`config.mk`:
```
export PLATFORM = sky130hd
export DESIGN_NAME = slb_responder_flat
export DESIGN_NICKNAME = d
export VERILOG_FILES = /design/src/rtl/slb_pkg.sv /design/src/rtl/slb_link_if.sv /design/src/rtl/slb_responder.sv /design/src/flat_wrapper.sv
export SDC_FILE = /design/constraint.sdc
export NUM_CORES = 1
export LEC_CHECK = 0
export ABC_AREA = 1
export BUFFER_PORTS_ARGS = -buffer_cell sky130_fd_sc_hd__buf_2
export CELL_PAD_IN_SITES_DETAIL_PLACEMENT = 1
export CELL_PAD_IN_SITES_GLOBAL_PLACEMENT = 1
export CORE_UTILIZATION = 46
export CTS_CLUSTER_DIAMETER = 50
export DETAILED_ROUTE_END_ITERATION = 16
export PLACE_DENSITY_LB_ADDON = 0.08
export SLEW_MARGIN = 30
export SYNTH_ARGS = -nofsm -noshare
export SYNTH_HDL_FRONTEND = slang
export SYNTH_SLANG_ARGS = --single-unit
export TNS_END_PERCENT = 100
```
`constraint.sdc`:
```
create_clock -name mclk_in -period 2.5 [get_ports mclk_in]
set_input_delay 0.5 -clock mclk_in [delete_from_list [all_inputs] [get_ports mclk_in]]
set_output_delay 0.5 -clock mclk_in [all_outputs]
set_load 0.02 [all_outputs]
```
`src/rtl/slb_pkg.sv`:
```
// ==========================================================
// shared constants for the loopback self-test link
package slb_pkg;
    localparam int DW = 32;
    // link word class; idle means the sender is silent (power managed)
    typedef enum logic [1:0] {
        K_DATA = 2'h0,
        K_ALIGN = 2'h1,
        K_BIST = 2'h2,
        K_IDLE = 2'h3
    } slb_kind_e;
    // out-of-band signalling events
    typedef enum logic [1:0] {
        OOB_NONE = 2'h0,
        OOB_COMRESET = 2'h1,
        OOB_COMINIT = 2'h2,
        OOB_COMWAKE = 2'h3
    } slb_oob_e;
    // mode codes carried in the low bits of an activate-self-test word
    localparam logic [1:0] BIST_RETIMED = 2'h1;
    localparam logic [1:0] BIST_FAR_ANALOG = 2'h2;
    localparam logic [1:0] BIST_MODE_LSB = 2'h0;
    // align pacing: a pair closes every window of 256 dwords
    localparam int ALIGN_PERIOD = 256;
    localparam int CNT_W = 8;
    localparam logic [CNT_W-1:0] ALIGN_PAIR_START = CNT_W'(ALIGN_PERIOD - 2);
    // scrambler and test pattern seeds (arbitrary values)
    localparam logic [DW-1:0] SCR_SEED = 32'hffff_ffff;
    localparam logic [DW-1:0] PAT_SEED = 32'h1234_5678;
    localparam logic [DW-1:0] IDLE_FILL = 32'h0000_0000;
    // one step of the shared 32-bit lfsr
    function automatic logic [DW-1:0] lfsr_next(input logic [DW-1:0] v);
        lfsr_next = {v[DW-2:0], v[31] ^ v[21] ^ v[1] ^ v[0]};
    endfunction
endpackage

```
`src/rtl/slb_link_if.sv`:
```
`timescale 1ns/100ps
// ==========================================================
// decoded dword-level link between initiator and responder
interface slb_link_if;
    import slb_pkg::*;
    logic [DW-1:0] i2r_data;
    slb_kind_e i2r_kind;
    slb_oob_e i2r_oob;
    logic [DW-1:0] r2i_data;
    slb_kind_e r2i_kind;
    slb_oob_e r2i_oob;
    modport initiator (
        output i2r_data, i2r_kind, i2r_oob,
        input r2i_data, r2i_kind, r2i_oob
    );
    modport responder (
        input i2r_data, i2r_kind, i2r_oob,
        output r2i_data, r2i_kind, r2i_oob
    );
endinterface

```
`src/rtl/slb_responder.sv`:
```
`timescale 1ns/100ps
// Notes on behaviour
// - retimed loopback always; analog modes optional
// - only activate-self-test word enters loopback
// - stay looped until comreset or cominit
// - echo recovered stream, aligns inserted as needed; here passed one for one
// - descramble then rescramble with identical syndromes
// - returned dwords equal received; disparity free
// - initiator budgets two consumed aligns per window
// - initiator extra aligns in one burst
// - responder may drop zero to two aligns
// - inserted aligns keep every run two long
// - doubled input aligns give runs of two plus
// - checker ignores align positions
// - initiator sends only valid characters
// - compare decoded bytes, not raw characters
// - loop echoes all, ignoring primitive meaning
// - far analog entered by frame, left by oob
// - near analog only while far end silent
// - align pair before every 256-dword wrap
// - outside loopback aligns always in pairs
module slb_responder
    import slb_pkg::*;
#(
    parameter bit HAS_FAR_ANALOG = 1'b1, // optional far analog mode
    parameter bit HAS_NEAR_ANALOG = 1'b1 // optional near analog mode
) (
    input wire logic mclk_in, // 125 MHz link word clock
    input wire logic reset_n_in, // async reset, active low
    slb_link_if.responder link, // link to the initiator
    input wire logic [slb_pkg::DW-1:0] usr_tx_data_in, // normal-mode payload
    output logic usr_tx_ready_out, // payload taken this edge
    output logic [slb_pkg::DW-1:0] usr_rx_data_out, // received, descrambled in retimed loop
    output logic usr_rx_valid_out, // one-cycle strobe for rx data
    input wire logic near_req_in, // request near analog loop
    output logic near_loop_out, // near analog loop engaged
    output logic [1:0] mode_out // 0 normal 1 retimed 2 far analog
);
    import slb_pkg::*;

    // ==========================================================
    // mode control
    typedef enum logic [1:0] {
        ST_NORMAL = 2'h0,
        ST_RETIMED = 2'h1,
        ST_FAR_ANALOG = 2'h2
    } slb_rsp_state_e;

    slb_rsp_state_e state_r;
    slb_rsp_state_e state_nxt;
    logic oob_exit;
    logic [CNT_W-1:0] cnt_r;
    logic [CNT_W-1:0] cnt_nxt;
    logic [DW-1:0] rx_scr_r;
    logic [DW-1:0] tx_scr_r;
    logic [DW-1:0] hold_data_r;
    slb_kind_e hold_kind_r;
    logic [DW-1:0] desc_data;

    assign oob_exit = (link.i2r_oob == OOB_COMRESET) || (link.i2r_oob == OOB_COMINIT);

    // entry only by the activate word, exit only by oob reset signalling
    always_comb begin
        state_nxt = state_r;
        case (state_r)
            ST_NORMAL: begin
                if (link.i2r_kind == K_BIST) begin
                    if (link.i2r_data[BIST_MODE_LSB +: 2] == BIST_RETIMED) begin
                        state_nxt = ST_RETIMED;
                    end else if (HAS_FAR_ANALOG &&
                                 link.i2r_data[BIST_MODE_LSB +: 2] == BIST_FAR_ANALOG) begin
                        state_nxt = ST_FAR_ANALOG;
                    end
                end
            end
            ST_RETIMED: begin
                if (oob_exit) begin
                    state_nxt = ST_NORMAL;
                end
            end
            ST_FAR_ANALOG: begin
                if (oob_exit) begin
                    state_nxt = ST_NORMAL;
                end
            end
            default: begin
                state_nxt = ST_NORMAL;
            end
        endcase
    end

    always_ff @(posedge mclk_in or negedge reset_n_in) begin
        if (!reset_n_in) begin
            state_r <= ST_NORMAL;
        end else begin
            state_r <= state_nxt;
        end
    end

    always_ff @(posedge mclk_in or negedge reset_n_in) begin
        if (!reset_n_in) begin
            mode_out <= 2'h0;
        end else begin
            mode_out <= state_nxt;
        end
    end

    // ==========================================================
    // normal-mode align pacing
    // the counter free-runs in every mode, in step with the initiator's window
    // from the shared reset; loop entry and exit then never cut a pair in two
    assign cnt_nxt = cnt_r + 1'b1;

    always_ff @(posedge mclk_in or negedge reset_n_in) begin
        if (!reset_n_in) begin
            cnt_r <= '0;
        end else begin
            cnt_r <= cnt_nxt;
        end
    end

    // ready is staged one edge ahead so the port stays a plain flop
    always_ff @(posedge mclk_in or negedge reset_n_in) begin
        if (!reset_n_in) begin
            usr_tx_ready_out <= 1'b0;
        end else begin
            usr_tx_ready_out <= (state_nxt == ST_NORMAL) && (cnt_nxt < ALIGN_PAIR_START);
        end
    end

    // ==========================================================
    // descramble with the same syndrome walk the transmit side will use
    assign desc_data = link.i2r_data ^ rx_scr_r;

    always_ff @(posedge mclk_in or negedge reset_n_in) begin
        if (!reset_n_in) begin
            rx_scr_r <= SCR_SEED;
        end else if (state_r != ST_RETIMED) begin
            rx_scr_r <= SCR_SEED;
        end else if (link.i2r_kind == K_DATA) begin
            rx_scr_r <= lfsr_next(rx_scr_r);
        end
    end

    // hold stage: every word is kept whatever it means, primitives included
    always_ff @(posedge mclk_in or negedge reset_n_in) begin
        if (!reset_n_in) begin
            hold_data_r <= IDLE_FILL;
            hold_kind_r <= K_IDLE;
        end else begin
            hold_data_r <= (link.i2r_kind == K_DATA) ? desc_data : link.i2r_data;
            hold_kind_r <= link.i2r_kind;
        end
    end

    always_ff @(posedge mclk_in or negedge reset_n_in) begin
        if (!reset_n_in) begin
            tx_scr_r <= SCR_SEED;
        end else if (state_r != ST_RETIMED) begin
            tx_scr_r <= SCR_SEED;
        end else if (hold_kind_r == K_DATA) begin
            tx_scr_r <= lfsr_next(tx_scr_r);
        end
    end

    // ==========================================================
    // transmit selection
    // one clock serves both ends, so no elastic slip is ever needed: aligns
    // are passed through one for one, which removes none and inserts none
    always_ff @(posedge mclk_in or negedge reset_n_in) begin
        if (!reset_n_in) begin
            link.r2i_data <= IDLE_FILL;
            link.r2i_kind <= K_IDLE;
        end else if (state_r == ST_RETIMED && !oob_exit) begin
            // fixed two-word latency; disparity restarts in our own encoder
            link.r2i_kind <= hold_kind_r;
            link.r2i_data <= (hold_kind_r == K_DATA) ? (hold_data_r ^ tx_scr_r)
                                                     : hold_data_r;
        end else if (state_r == ST_FAR_ANALOG && !oob_exit) begin
            // raw return with no descrambling; a quick connectivity check only
            link.r2i_kind <= link.i2r_kind;
            link.r2i_data <= link.i2r_data;
        end else if (cnt_r >= ALIGN_PAIR_START) begin
            link.r2i_kind <= K_ALIGN;
            link.r2i_data <= IDLE_FILL;
        end else begin
            link.r2i_kind <= K_DATA;
            link.r2i_data <= usr_tx_data_in;
        end
    end

    // the responder never originates oob signalling
    always_ff @(posedge mclk_in or negedge reset_n_in) begin
        if (!reset_n_in) begin
            link.r2i_oob <= OOB_NONE;
        end else begin
            link.r2i_oob <= OOB_NONE;
        end
    end

    // ==========================================================
    // user receive view: plain data in normal mode, descrambled in retimed loop
    always_ff @(posedge mclk_in or negedge reset_n_in) begin
        if (!reset_n_in) begin
            usr_rx_data_out <= IDLE_FILL;
            usr_rx_valid_out <= 1'b0;
        end else begin
            usr_rx_valid_out <= (link.i2r_kind == K_DATA) && (state_r != ST_FAR_ANALOG);
            usr_rx_data_out <= (state_r == ST_RETIMED) ? desc_data : link.i2r_data;
        end
    end

    // near analog loop only while the partner sends nothing at all
    always_ff @(posedge mclk_in or negedge reset_n_in) begin
        if (!reset_n_in) begin
            near_loop_out <= 1'b0;
        end else begin
            near_loop_out <= HAS_NEAR_ANALOG && near_req_in && (state_nxt == ST_NORMAL) &&
                             (link.i2r_kind == K_IDLE);
        end
    end

endmodule // slb_responder

```
`src/flat_wrapper.sv`:
```
// flat-port wrapper written by rule: the top's interface ports become plain ports
module slb_responder_flat import slb_pkg::*;
#(
    parameter bit HAS_FAR_ANALOG = 1'b1,                            
    parameter bit HAS_NEAR_ANALOG = 1'b1                             
)
  (mclk_in, reset_n_in, usr_tx_data_in, usr_tx_ready_out, usr_rx_data_out, usr_rx_valid_out, near_req_in, near_loop_out, mode_out, link_i2r_data, link_i2r_kind, link_i2r_oob, link_r2i_data, link_r2i_kind, link_r2i_oob);
  slb_link_if link_i ();
  input wire logic mclk_in;
  input wire logic reset_n_in;
  input wire logic [slb_pkg::DW-1:0] usr_tx_data_in;
  output logic usr_tx_ready_out;
  output logic [slb_pkg::DW-1:0] usr_rx_data_out;
  output logic usr_rx_valid_out;
  input wire logic near_req_in;
  output logic near_loop_out;
  output logic [1:0] mode_out;
  input wire logic [$bits(link_i.i2r_data)-1:0] link_i2r_data;
  input wire logic [$bits(link_i.i2r_kind)-1:0] link_i2r_kind;
  input wire logic [$bits(link_i.i2r_oob)-1:0] link_i2r_oob;
  output wire logic [$bits(link_i.r2i_data)-1:0] link_r2i_data;
  output wire logic [$bits(link_i.r2i_kind)-1:0] link_r2i_kind;
  output wire logic [$bits(link_i.r2i_oob)-1:0] link_r2i_oob;
  assign link_i.i2r_data = link_i2r_data;
  assign link_i.i2r_kind = link_i2r_kind;
  assign link_i.i2r_oob = link_i2r_oob;
  assign link_r2i_data = link_i.r2i_data;
  assign link_r2i_kind = link_i.r2i_kind;
  assign link_r2i_oob = link_i.r2i_oob;
  slb_responder #(.HAS_FAR_ANALOG(HAS_FAR_ANALOG), .HAS_NEAR_ANALOG(HAS_NEAR_ANALOG)) u_core (.mclk_in(mclk_in), .reset_n_in(reset_n_in), .link(link_i), .usr_tx_data_in(usr_tx_data_in), .usr_tx_ready_out(usr_tx_ready_out), .usr_rx_data_out(usr_rx_data_out), .usr_rx_valid_out(usr_rx_valid_out), .near_req_in(near_req_in), .near_loop_out(near_loop_out), .mode_out(mode_out));
endmodule
```
==> results.md <==
* Final Cycle Share at 73.0%
* Crit. End Element: flip-flop
* First-pass GRT wire length at 33300 µm
* IO Pins at 144
* Layout area overhead at 16.8%
* Worst Skew at 11.4 ps
* Via-per-instance ratio at 5.09
* Final setup violation count at 0
* Post-CTS Resized at 0
* Met3 Wirelength at 610 µm
* Non-filler cells, final at 1268
* M1 WL at 9280 µm
* R2R depth at 6
* Root buffer cell: clkbuf_16
* FP Rows at 49
* DIE WIDTH at 137 µm
* Worst-path clk slew at 60 ps
* H-tree depth at 4
* Hold bufs inserted after CTS at 0
* # fillers at 2138
* Fin. max-slew vios at 0
* Final period demand of the worst path at 1830 ps
* Total core area at 18000 µm²
* Unique masters post-synth at 33
* Clock Sinks at 177
* Clock Latency Late Sink at 430 ps
* CP Launch Type: flip-flop
* Worst Hold Class: primary input to async pin
* Detailed-route via count at 6452
* Post-place instance area at 9310 µm²
* Final hold violations at 0
* Critical setup path kind: flip-flop to flip-flop
* Detail Route Antenna Nets at 0
* Worst slew margin at 39.4%
* Crit-path slowest cell: dfrtp_1
* Crit. path cell count at 6
* Post-layout net count at 1103
* Setup TNS at 0 ps
* Setup ws final at 674 ps
* Power density cells at 911 nW/µm²
* Arr. time, crit path at 2180 ps
* #FFs+latches synth at 177
* Finished layout cell area at 9820 µm²
* Diode count at 0
* Tightest Pin Transition at 908 ps
* CP Cell Sequence: inv_1 -> ha_1 -> nand2_4 -> buf_4 -> nand3_1 -> a21oi_2
* Maximum vdd drop at 0.584 mV
* Crit-path max FO at 35
* Status: finished, final reports clean
* Setup bufs post-CTS at 0
* Mapped Cells at 902
* Vias in the first global route at 6680
* DRT iter0 DRCs at 334
* # DRC at 0
* Hpwl dp at 13500 µm
* FMAX at 548 MHz
* Placement Setup Slack at 618 ps
* Delay-heaviest family, CP: buffers and inverters
* DRT Pass-1 Iters at 6
* Met2 routed WL at 9580 µm
* Initial antenna violation count at 0
* MaxCap Viol Count at 0
* WL/cell at 15.5 µm
* Die span in y at 137 µm
* Synth warn at 0
* Dpl cells at 1236
* Total grt overflow at 0
* Power, Total at 8950 µW
* Syn_area_per_cell at 9.32 µm²
* WP buf/inv at 2
* Seq/Total Area, Yosys at 53.7%
* CTS tree: built
* DR top layer: met4
* GP Congestion at 0.819
* CP max stage delay at 490 ps
* Worst endpoint required time at 2850 ps
* Effective utilization at floorplan at 46.8%
* Mapped Area at 8410 µm²
* Most common cell after layout, fill and taps aside: nand2_1
* Wirelength, routed at 19700 µm
* CTS max path bufs at 2
* Leak Pwr at 0.00455 µW
* GRT Util Overall at 22.6%
* Pin count of the biggest net entering global routing at 98
* Most frequent cells in the layout: nand2_1 (159), buf_2 (140), o21ai_0 (130), dfrtp_1 (109), inv_1 (73)
* Port buffer count at 141
* Layout cells sized above 1 at 33.1%
* Die ar. at 18800 µm²
* Clock buffer count from CTS at 17
* RSZ-0062 raised after global routing: no
==> sequential cells by signal, indices dropped and copies added, names as in the netlist, 2 cells and up <==
| name | cells |
|---|---|
| u_core.hold_kind_r | 2 |
| u_core.rx_scr_r | 32 |
| u_core.link.r2i_kind | 2 |
| u_core.cnt_r | 8 |
| u_core.link.r2i_data | 32 |
| u_core.state_r | 2 |
| u_core.usr_rx_data_out | 32 |
| u_core.hold_data_r | 32 |
| u_core.tx_scr_r | 32 |
==> worst paths after layout <==
| check | startpoint | end | slack (ps) |
|---|---|---|---|
| min in group mclk_in | link_i2r_kind[0] | u_core.hold_kind_r[0] | 230 |
| min | reset_n_in | u_core.link.r2i_data[25] | 70 |
| max reg2reg | u_core.state_r[0] | u_core.link.r2i_data[24] | 670 |
| max | u_core.state_r[0] | u_core.link.r2i_data[24] | 670 |
| max in group asynchronous | reset_n_in | u_core.tx_scr_r[8] | 1690 |
| min reg2reg | u_core.tx_scr_r[13] | u_core.tx_scr_r[13] | 480 |
==> power by group <==
| part | total [µW] | internal, µW | switching, µW | leakage (µW) |
|---|---|---|---|---|
| clock | 2360 | 1280 | 1080 | 0.000259 |
| sequential | 3800 | 3550 | 254 | 0.00201 |
| combinational | 2790 | 928 | 1860 | 0.00228 |
| total | 8950 | 5760 | 3190 | 0.00455 |
==> per-layer routing <==
layer | vias to the layer above | GRT usage [%]
met2 | 104 | 37.3
li1 | 3138 | -
met5 | - | 0
met4 | 0 | 5.68
met3 | 17 | 3.90
met1 | 3193 | 30.7
==> cell type report <==
type | count | area, µm² | area share [%]
Tap cell | 229 | 287 | 2.92
Multi-Input combinational cell | 582 | 3260 | 33.2
Clock buffer | 20 | 447 | 4.55
Inverter | 90 | 338 | 3.44
Timing Repair Buffer | 158 | 902 | 9.19
Clock inverter | 12 | 68.8 | 0.701
Sequential cell | 177 | 4510 | 46.0
==> cell families (layout without fill, tap and decap cells) <==
logic type      count (synthesis)  after routing  synth area share, %
fa+ha+maj                       6              6                0.893
simple gates                  303            303                 15.5
other cells                     1              2               0.0446
compound gates                202            202                 14.7
buf+inv                       144            280                 7.93
xor+xnor                       69             69                 7.28
flops                         177            177                 53.7
==> cells in the mapped netlist, drive strengths merged <==
| library cell | number | share of area, % |
|---|---|---|
| and2 | 1 | 0.074 |
| nand2 | 161 | 7.2 |
| o211ai | 1 | 0.089 |
| nor2 | 60 | 2.7 |
| o21bai | 1 | 0.089 |
| o31ai | 1 | 0.25 |
| dfstp | 68 | 21 |
| nor3 | 2 | 0.12 |
| nand3 | 78 | 5.2 |
| xor2 | 34 | 3.5 |
| xnor2 | 35 | 3.7 |
| inv | 90 | 4.0 |
| dfrtp | 109 | 32 |
| conb | 1 | 0.045 |
| clkbuf | 22 | 0.98 |
| ha | 6 | 0.89 |
| a21oi | 35 | 3.5 |
| o21ai | 164 | 11 |
| buf | 32 | 2.9 |
| nand4 | 1 | 0.074 |
==> stage by stage <==
stage	util, %	hold slack, ps
after global placement	51.8	469
final	54.7	70.4
after global routing	54.7	104
after detailed placement	51.8	473
after floorplan	-	204
after CTS	54.7	84.7
(Power assumes the default switching activity.)
